==> config.mk <==
export PLATFORM = sky130hd
export DESIGN_NAME = txc_capture
export DESIGN_NICKNAME = d
export VERILOG_FILES = /design/src/hw/txc_pkg.sv /design/src/hw/txc_char_map.sv /design/src/hw/txc_capture.sv
export VERILOG_INCLUDE_DIRS = /design/src /design/src/hw
export SDC_FILE = /design/constraint.sdc
export NUM_CORES = 1
export LEC_CHECK = 0
export ABC_AREA = 1
export BUFFER_PORTS_ARGS = -buffer_cell sky130_fd_sc_hd__buf_2
export CORE_AREA = 2 2 51 53
export DETAILED_ROUTE_END_ITERATION = 12
export DIE_AREA = 0 0 53 55
export PLACE_DENSITY = 0.74
export REMOVE_ABC_BUFFERS = 1
export SLEW_MARGIN = 20
export SYNTH_ARGS = -nofsm -noshare
export SYNTH_HDL_FRONTEND = slang
export SYNTH_HIERARCHICAL = 1
export SYNTH_SLANG_ARGS = --single-unit
==> constraint.sdc <==
create_clock -name clk -period 1.46 [get_ports clk]
set_input_delay 0.073 -clock clk [delete_from_list [all_inputs] [get_ports clk]]
set_output_delay 0.073 -clock clk [all_outputs]
set_load 0.02 [all_outputs]
==> src/hw/txc_params.svh <==
// constants for the transmit parallel character capture port
`ifndef TXC_PARAMS_SVH
`define TXC_PARAMS_SVH

// ============================================================
// widths
`define TXC_CHAR_W      12
`define TXC_LOW_W       8
`define TXC_SHARED_W    2
`define TXC_CMD_LOW_W   2

// ============================================================
// field positions inside the captured character
`define TXC_LOW_LSB     0
`define TXC_LOW_MSB     7
`define TXC_SHARED_LSB  8
`define TXC_SHARED_MSB  9
`define TXC_TOP_LSB     10
`define TXC_TOP_MSB     11
`define TXC_CMD_LSB     0
`define TXC_CMD_MSB     1
`define TXC_CMD_HI_LSB  2
`define TXC_CMD_HI_MSB  3

// ============================================================
// reset values
`define TXC_CHAR_RST    12'h000

`endif

==> src/hw/txc_pkg.sv <==
// types shared by the transmit parallel character capture port
package txc_pkg;

    // ============================================================
    // character and capture state types
    typedef logic [11:0] txc_char_t;

    typedef enum logic [1:0] {
        TXC_ST_IDLE = 2'b01,
        TXC_ST_PEND = 2'b10
    } txc_state_t;

endpackage

==> src/hw/txc_char_map.sv <==
// maps the parallel transmit inputs onto one captured character
`timescale 1ns/1ns
`default_nettype none
`include "txc_params.svh"

module txc_char_map (
    input  wire logic                        char_width_select,
    input  wire logic                        encoder_bypass_n,
    input  wire logic                        tx_cmd_data_select,
    input  wire logic [`TXC_LOW_W-1:0]       tx_char_low_in,
    input  wire logic [`TXC_SHARED_W-1:0]    tx_shared_upper_in,
    input  wire logic [`TXC_CMD_LOW_W-1:0]   tx_command_low_in,
    output var  txc_pkg::txc_char_t          map_char,
    output var  logic                        map_is_cmd,
    output var  logic                        map_precoded
);

    // ============================================================
    // per-mode candidates
    wire logic                  bypass      = !encoder_bypass_n;
    wire logic                  width8      = char_width_select;
    // shared pins pair 9<->cmd2, 8<->cmd3
    wire logic [3:0]            cmd4        = {tx_shared_upper_in[0], tx_shared_upper_in[1],
                                               tx_command_low_in};
    wire txc_pkg::txc_char_t    byp8_char   = {2'h0, tx_shared_upper_in, tx_char_low_in};
    wire txc_pkg::txc_char_t    byp10_char  = {tx_command_low_in, tx_shared_upper_in,
                                               tx_char_low_in};
    wire txc_pkg::txc_char_t    cmd8_char   = {8'h00, cmd4};
    wire txc_pkg::txc_char_t    dat8_char   = {4'h0, tx_char_low_in};
    wire txc_pkg::txc_char_t    cmd10_char  = {10'h000, tx_command_low_in};
    wire txc_pkg::txc_char_t    dat10_char  = {2'h0, tx_shared_upper_in, tx_char_low_in};

    // ============================================================
    // selection
    assign map_char = bypass ? (width8 ? byp8_char : byp10_char)
                    : width8 ? (tx_cmd_data_select ? cmd8_char : dat8_char)
                    : (tx_cmd_data_select ? cmd10_char : dat10_char);
    assign map_is_cmd   = !bypass && tx_cmd_data_select;
    assign map_precoded = bypass;

endmodule
`default_nettype wire

==> src/hw/txc_capture.sv <==
// transmit parallel character capture port, top level
// ============================================================
// Summary of operation
// - inputs are taken on rising edges of the transmit fifo clock, or of the reference clock when the fifo is bypassed.
// - selected with selector low, low eight inputs form a data value.
// - fifo enabled samples on fifo clock; bypassed samples on reference clock.
// - encoder bypassed: low eight inputs are the low pre-encoded bits.
// - encoder bypassed: shared upper inputs are pre-encoded bits nine and ten.
// - 8-bit encoded: shared inputs are command bits 2 and 3 when selector high.
// - 10-bit encoded: shared inputs are data bits 9 and 8 when selector low.
// - 8-bit bypassed: the dedicated low command inputs are ignored.
// - 10-bit bypassed: low command inputs are pre-encoded bits eleven and twelve.
// - 8-bit encoded: selector picks 4-bit command or 8-bit data.
// - 10-bit encoded: selector picks 2-bit command or 10-bit data.
// - encoder bypassed: selector ignored, character passes as pre-encoded.
// - selected only if write enable follows a sample with chip select low.
// - external fifo mode flips write enable polarity and delays capture one sample.
`timescale 1ns/1ns
`default_nettype none
`include "txc_params.svh"

module txc_capture (
    input  wire logic                        clk,
    input  wire logic                        rstn,
    input  wire logic                        ce,
    input  wire logic                        tx_fifo_clock,
    input  wire logic                        ref_clock_in,
    input  wire logic                        fifo_bypass_n,
    input  wire logic                        external_fifo_mode,
    input  wire logic                        tx_chip_select_n,
    input  wire logic                        tx_write_enable,
    input  wire logic                        char_width_select,
    input  wire logic                        encoder_bypass_n,
    input  wire logic                        tx_cmd_data_select,
    input  wire logic [`TXC_LOW_W-1:0]       tx_char_low_in,
    input  wire logic [`TXC_SHARED_W-1:0]    tx_shared_upper_in,
    input  wire logic [`TXC_CMD_LOW_W-1:0]   tx_command_low_in,
    output var  txc_pkg::txc_char_t          tx_char_q,
    output var  logic                        tx_char_is_cmd_q,
    output var  logic                        tx_char_precoded_q,
    output var  logic                        tx_write_strobe_q
);

    // ============================================================
    // sample edge detection
    logic                   fifo_clk_prev_q;
    logic                   ref_clk_prev_q;
    logic                   cs_seen_q;
    txc_pkg::txc_state_t    state_q;
    txc_pkg::txc_state_t    state_d;

    wire logic fifo_edge   = tx_fifo_clock && !fifo_clk_prev_q;
    wire logic ref_edge    = ref_clock_in && !ref_clk_prev_q;
    wire logic sample_edge = fifo_bypass_n ? fifo_edge : ref_edge;

    // ============================================================
    // selection and write decision
    wire logic en_active = external_fifo_mode ? tx_write_enable : !tx_write_enable;
    wire logic selected  = sample_edge && cs_seen_q && en_active;
    wire logic pending   = state_q == txc_pkg::TXC_ST_PEND;
    wire logic write_now = sample_edge && (external_fifo_mode ? pending : selected);

    always_comb
    begin
        state_d = state_q;
        unique case (state_q)
            txc_pkg::TXC_ST_IDLE:
            begin
                if (sample_edge && external_fifo_mode && selected)
                    state_d = txc_pkg::TXC_ST_PEND;
            end
            txc_pkg::TXC_ST_PEND:
            begin
                if (sample_edge && !(external_fifo_mode && selected))
                    state_d = txc_pkg::TXC_ST_IDLE;
            end
            default:
            begin
                state_d = txc_pkg::TXC_ST_IDLE;
            end
        endcase
    end

    // ============================================================
    // character mapping
    txc_pkg::txc_char_t map_char;
    logic               map_is_cmd;
    logic               map_precoded;

    txc_char_map u_map (
        .char_width_select  (char_width_select),
        .encoder_bypass_n   (encoder_bypass_n),
        .tx_cmd_data_select (tx_cmd_data_select),
        .tx_char_low_in     (tx_char_low_in),
        .tx_shared_upper_in (tx_shared_upper_in),
        .tx_command_low_in  (tx_command_low_in),
        .map_char           (map_char),
        .map_is_cmd         (map_is_cmd),
        .map_precoded       (map_precoded)
    );

    // ============================================================
    // state registers
    always_ff @(posedge clk or negedge rstn)
    begin
        if (!rstn)
        begin
            fifo_clk_prev_q <= 1'b0;
            ref_clk_prev_q  <= 1'b0;
            cs_seen_q       <= 1'b0;
            state_q         <= txc_pkg::TXC_ST_IDLE;
        end
        else if (ce)
        begin
            fifo_clk_prev_q <= tx_fifo_clock;
            ref_clk_prev_q  <= ref_clock_in;
            if (sample_edge)
                cs_seen_q <= !tx_chip_select_n;
            state_q <= state_d;
        end
    end

    // ============================================================
    // captured character outputs
    always_ff @(posedge clk or negedge rstn)
    begin
        if (!rstn)
        begin
            tx_char_q          <= `TXC_CHAR_RST;
            tx_char_is_cmd_q   <= 1'b0;
            tx_char_precoded_q <= 1'b0;
            tx_write_strobe_q  <= 1'b0;
        end
        else if (ce)
        begin
            tx_write_strobe_q <= write_now;
            if (write_now)
            begin
                tx_char_q          <= map_char;
                tx_char_is_cmd_q   <= map_is_cmd;
                tx_char_precoded_q <= map_precoded;
            end
        end
    end

    wire logic enc_on = encoder_bypass_n;
endmodule
`default_nettype wire

* After elaboration in Yosys (flattened, before gate mapping)
Index checks and enable logic that the tools add are counted.
Widths: inputs -> output; s select.
** Storage, ports and cells
- Flip-flop bits (word level) :: 20
** Cells by class
- Eq/ne operators :: 4
- Multiplexer cells :: 11
- Reduce and logical (&&, ||, !) cells :: 19
** Operator list (count)
- $mux 12 :: 3
- $logic_and 1x1->1 :: 10
- $mux 10 :: 1
- $mux 8 :: 1
- $logic_not 1->1 :: 6
- $mux 2 :: 2
- $pmux 2 s2 :: 1
- $reduce_and 2->1 :: 2
- $mux 1 :: 3
- $reduce_and 3->1 :: 1
- $eq 2x1->1 const B :: 1
- $eq 2x2->1 const B :: 1
- $ne 2x1->1 const B :: 1
- $ne 2x2->1 const B :: 1

* Depth between registers and ports, before layout
- Depth in word-level cells :: 10
- Depth in mapped cells :: 10
- Mapped depth without buffers :: 9

* Cells and area by module
Netlist, hierarchy kept.
** Modules (own cells, without submodules)
- txc_capture :: area an instance 933.4 um2, cells an instance 106, times used 1, sequential area each 501.7 um2
- txc_char_map :: area an instance 138.9 um2, cells an instance 31, times used 1, sequential area each 0.0 um2

* Least setup slack after synthesis
OpenSTA, ideal clock, no wires.
- Path kind :: reg-to-reg
- Start point :: register fifo_clk_prev_q
- End point :: register tx_char_is_cmd_q
- Cell stages (with the launch flop) :: 10
- Period minus slack after synthesis :: 1212 ps
- Arrival time :: 1095 ps
- Required time :: 1343 ps
- Buffers on the path :: 1
- Setup time :: 117 ps
- Slack :: 248 ps
- Cells stage by stage :: dfrtp_1 inv_2 nand3_1 nand2_2 nand2_2 nor2_8 nand2_4 buf_6 nand2_1 nand2_1
** Between the ends
- Cells in the longest elaborated chain, start to end :: 8
** Ends and longest elaborated chain
- from (decl) :: RTL line txc_capture.sv:46 : logic fifo_clk_prev_q;
- from (signal assigned) :: RTL line txc_capture.sv:115 : fifo_clk_prev_q <= tx_fifo_clock;
- $logic_not 1->1 * :: RTL line txc_capture.sv:52 : wire logic fifo_edge = tx_fifo_clock && !fifo_clk_prev_q;
- $logic_and 1x1->1 * :: RTL line txc_capture.sv:52
- $mux 1 * :: RTL line txc_capture.sv:54 : wire logic sample_edge = fifo_bypass_n ? fifo_edge : ref_edge;
- $logic_and 1x1->1 (2 in series) :: RTL line txc_capture.sv:59 : wire logic selected = sample_edge && cs_seen_q && en_active;
- $mux 1 :: RTL line txc_capture.sv:61 : wire logic write_now = sample_edge && (external_fifo_mode ? pending : selected);
- $logic_and 1x1->1 * :: RTL line txc_capture.sv:61
- $reduce_and 2->1 (no source line) *
- to (signal assigned) :: RTL line txc_capture.sv:140 : tx_char_is_cmd_q <= map_is_cmd;
- to (decl) :: RTL line txc_capture.sv:39 : output var logic tx_char_is_cmd_q,
Mark *: on every way between the ends. The rest lies on a longest branch, timed or not.
A chain may end at the register's enable or synchronous reset.

* Worst setup path after layout
- Start point :: register fifo_clk_prev_q
- End point :: register tx_char_q[7]
** Between the ends
- Cells in the longest elaborated chain, start to end :: 8
** Ends and longest elaborated chain
- $logic_not 1->1 * :: RTL line txc_capture.sv:52
- $logic_and 1x1->1 * :: RTL line txc_capture.sv:52
- $mux 1 * :: RTL line txc_capture.sv:54
- $logic_and 1x1->1 (2 in series) :: RTL line txc_capture.sv:59
- $mux 1 :: RTL line txc_capture.sv:61
- $logic_and 1x1->1 * :: RTL line txc_capture.sv:61
- $reduce_and 2->1 (no source line) *
- to (signal assigned) :: RTL line txc_capture.sv:129 : tx_char_q <= `TXC_CHAR_RST;
- to (signal assigned) :: RTL line txc_capture.sv:139 : tx_char_q <= map_char;
- to (decl) :: RTL line txc_capture.sv:38 : output var txc_pkg::txc_char_t tx_char_q,
Marks and branches as above.

==> impl.org <==
** Global routing
- Global-route met1 utilization :: 0.209
- Most heavily used metal layer in global routing :: met2
- In the global route stage, met2 resource usage came out at 0.275.
- Pin count of the biggest net entering global routing :: 21
- For this run, the total global-route usage over all layers was measured as 0.171.
- Global-route wire length before repair :: 3660 um
- Routing usage on met3 :: 0.0484
- Vias in the first global route :: 922
- Number of antenna violations at the first check in global routing :: 0
- Total congestion overflow :: 0

** Hold path
- Sink of the worst hold path :: ref_clk_prev_q
- In this run the most critical hold path is launched from ref_clock_in.
- Type of the tightest min-delay check :: in -> reg
- The worst hold path passes through 3 cells.

** Drt
- After detailed routing, the average wire length per cell comes to 10.6 um.
- Number of design rule violations left after detail routing :: 0
- Total Routed Length :: 2230 um
- Using the TritonRoute via totals, the vias-per-cell ratio works out to 4.72.
- Initial DRC Count :: 11
- The count of nets left with antenna violations once routing finished came out at 0.
- Before antenna repair, the detailed router went through 4 iterations.
- Number of vias in the routed layout :: 996

** Pwr
- Overall power consumption after layout is estimated at 1.86 mW.
- Power Internal :: 1.14 mW
- Pwr/cell area :: 1370 nW/um^2
- Summed over all nets, the switching power comes to 0.717 mW.
- Of the total power, registers draw 0.445.
- The share of total power dissipated in the clock network is 0.168.
- Switching portion of total power :: 0.385
- Leakage :: ~0.8 nW
- The share of total power dissipated in combinational logic is 0.387.
- Largest vdd supply drop :: 0.672 mV

** STA
- Post-Route Setup TNS :: 0 ns
- Max Fclk :: 773 MHz
- Worst slew pin tran :: 0.448 ns
- Across the routed clock network, the largest skew measured is 0.00523 ns.
- Setup violations remaining at the end of the flow were counted as 0.
- Measured against its own limit, the worst slew margin works out to 0.701.
- The max-slew violation count came to 0.
- Across all setup checks in the final design, the least slack found is 0.167 ns.
- Final hold slack :: a little over 0.03 ns
- The hold violation count in the final report came to 0.
- Setup repair after global routing left no endpoint under its margin.
- Final period demand of the worst path :: about 1.3 ns
- Final period util :: 0.886

** Synth
- Yosys printed 6 warnings.
- EDFF count, synth :: 0
- Cell with the most instances after synthesis :: sky130_fd_sc_hd__nand2_1
- Synthesized area per cell :: a little under 8 um^2
- Summing every instance area after synthesis gives 1070 um^2.
- Share of synthesized area occupied by flip-flops and latches :: 0.468
- Number of unique standard cell types used by synthesis :: 19
- The biggest area contributor in the post-synthesis netlist is sky130_fd_sc_hd__dfrtp_1.
- Most instantiated cells after synthesis :: sky130_fd_sc_hd__nand2_1 (47), sky130_fd_sc_hd__dfrtp_1 (19), sky130_fd_sc_hd__inv_1 (17), sky130_fd_sc_hd__nand3_1 (17), sky130_fd_sc_hd__nor2_1 (8)
- Number of instances in the synthesized netlist :: 137
- Of the post-synthesis cell area, the dominant cell type holds 0.443.
- After synthesis the netlist holds a flip-flop and latch count of 20.
- In the post-synthesis netlist, the biggest area contributors are sky130_fd_sc_hd__dfrtp_1 (44%), sky130_fd_sc_hd__nand2_1 (16%), sky130_fd_sc_hd__nand3_1 (7.9%), sky130_fd_sc_hd__inv_1 (6.0%), sky130_fd_sc_hd__buf_6 (3.2%).
- Of all flip-flops after synthesis, the portion carrying an async set or reset was 1.00.
- Top flip-flop cell by instance count after synthesis :: sky130_fd_sc_hd__dfrtp_1

** Clock network
- No sink is reached through more buffers than the 2 on the longest clock path.
- TritonCTS built the clock tree.
- Worst skew pair latency :: about 0.29 ns
- Post-CTS clock slew at the launch and capture registers of the worst setup and hold paths :: around 0.11 ns
- Post-cts resize count :: 0
- Number of clock sinks seen by CTS :: 20
- Num CTS Buffers :: 3
- Maximum level of the CTS H-tree :: 1
- Clock root buffer master :: sky130_fd_sc_hd__clkbuf_4

** Critical path
- Of all nets on the critical path, the largest fanout is 15.
- Required arrival time at the worst endpoint :: 1.65 ns
- STA classifies the critical path endpoint as a flop.
- In this run the critical register-to-register path is launched from fifo_clk_prev_q.
- By startpoint and endpoint, the worst setup path is classified as reg -> reg.
- Critical Path Start Type :: flop
- Counting cells, the worst reg-to-reg path comes to 8.
- Worst reg2reg endpoint :: tx_char_q[7]
- Flop2flop setup slack :: approximately 0.17 ns
- CP arrival :: 1.49 ns

** Floorplan
- Ports :: 39
- Die Outline Area :: ~2900 um^2
- Measured along the y axis, the die boundary spans around 55 um.
- In this run the core area contains 18 standard-cell rows.
- Core Box Area :: 2360 um^2
- For this configuration, the core starts out at a cell density of 0.453.
- From left edge to right edge, the die measures about 53 um.

** Outcome
- Status :: finished clean

** Final layout
- Final antenna diode count :: 0
- Number of nets in the layout :: between 200 and 250
- Of the cells placed in the final design, the portion with a size suffix greater than 1 is 0.337.
- Area grow syn2layout :: 26.8%

** Flow run
- MaxCap Viol Count :: 0

** Placement
- Detailed placement ended at an HPWL of 1720 um.
- Pre-CTS WS :: 0.101 ns
- The congestion estimate from routability-driven global placement came to 0.775.
- Buffers on Ports :: 38
## cells by family (layout without fill, tap and decap cells)
kind of cell / after synthesis / in the layout / synth area share
and+or+nand+nor: 85 / 85 / 0.376
AOI/OAI and AO/OA: 9 / 9 / 0.0548
buffers and inverters: 23 / 67 / 0.102
DFF: 20 / 20 / 0.468
## area by class of cell
class,count,area [um^2]
multi-input cells,94,462
inverters,20,75.1
repair buffers,43,248
clock buffers,4,36.3
flip-flops and latches,20,502
fillers,235,1000
well taps,30,37.5
## per-layer routing
layer / part of all wire / routed length [um] / vias up
met5: 0 / 0 / -
li1: - / - / 511
met4: 0.0076 / 17 / 0
met3: 0.081 / 180 / 2
met2: 0.48 / 1060 / 32
met1: 0.43 / 967 / 451
## power groups by stage
stage	combinational [mW]	clock, mW	sequential, mW
2_1_floorplan	0.282	0	1.01
3_3_place_gp	0.684	0	0.842
3_5_place_dp	0.712	0	0.837
4_1_cts	0.719	0.326	0.829
5_1_grt	0.810	0.344	0.848
6_report	0.720	0.312	0.827
## state kept, by name (all words and copies together) (netlist names)
signal	cells
tx_char_is_cmd_q	1
tx_char_q	12
fifo_clk_prev_q	1
cs_seen_q	1
ref_clk_prev_q	1
state_q	2
tx_char_precoded_q	1
tx_write_strobe_q	1
## through the flow
stage / area, um^2 / cells / utilization
after floorplan: 1040 / 134 / -
after global placement: 1270 / 202 / 0.535
after detailed placement: 1270 / 202 / 0.535
after CTS: 1330 / 209 / 0.563
after global routing: 1360 / 211 / 0.575
final: 1360 / 211 / 0.575
## worst max-delay path: stages, from the launching register on
cell                      delay, ns
sky130_fd_sc_hd__dfrtp_1       0.38
sky130_fd_sc_hd__inv_2         0.05
sky130_fd_sc_hd__nand3_1       0.07
sky130_fd_sc_hd__nand2_2       0.11
sky130_fd_sc_hd__nand2_2       0.11
sky130_fd_sc_hd__nor2_8        0.18
sky130_fd_sc_hd__nand2_4       0.14
sky130_fd_sc_hd__nand2_1       0.10
sky130_fd_sc_hd__nand2_1       0.05
## cells in the final DEF, fill, tap and decap left out, types with 3 or more instances in the layout
cell and instances:
sky130_fd_sc_hd__dlygate4sd3_1 3, sky130_fd_sc_hd__inv_2 3, sky130_fd_sc_hd__clkbuf_4 3, sky130_fd_sc_hd__buf_2 38, sky130_fd_sc_hd__inv_1 17, sky130_fd_sc_hd__nand2_2 3
sky130_fd_sc_hd__dfrtp_1 19, sky130_fd_sc_hd__nor2_1 8, sky130_fd_sc_hd__o21ai_2 3, sky130_fd_sc_hd__nand3_1 17, sky130_fd_sc_hd__nand2_4 3, sky130_fd_sc_hd__nand2_1 47
sky130_fd_sc_hd__o21ai_0 3
## worst max-delay path by stage
stage | startpoint | to | slack [ns]
floorplan | fifo_clk_prev_q | tx_char_is_cmd_q | 0.26
global placement | fifo_clk_prev_q | tx_char_q[8] | 0.16
detailed placement | ref_clk_prev_q | tx_char_q[7] | 0.10
CTS | fifo_clk_prev_q | tx_char_q[7] | 0.08
global route | fifo_clk_prev_q | tx_char_q[9] | 0.05
finish | fifo_clk_prev_q | tx_char_q[7] | 0.17
## what timing repair did
action	in CTS	in global routing
setup buffers	0	2
endpoints found under the setup margin	0	14
hold endpoints to repair	21	0
hold buffers	3	0
(Power assumes the default switching activity.)
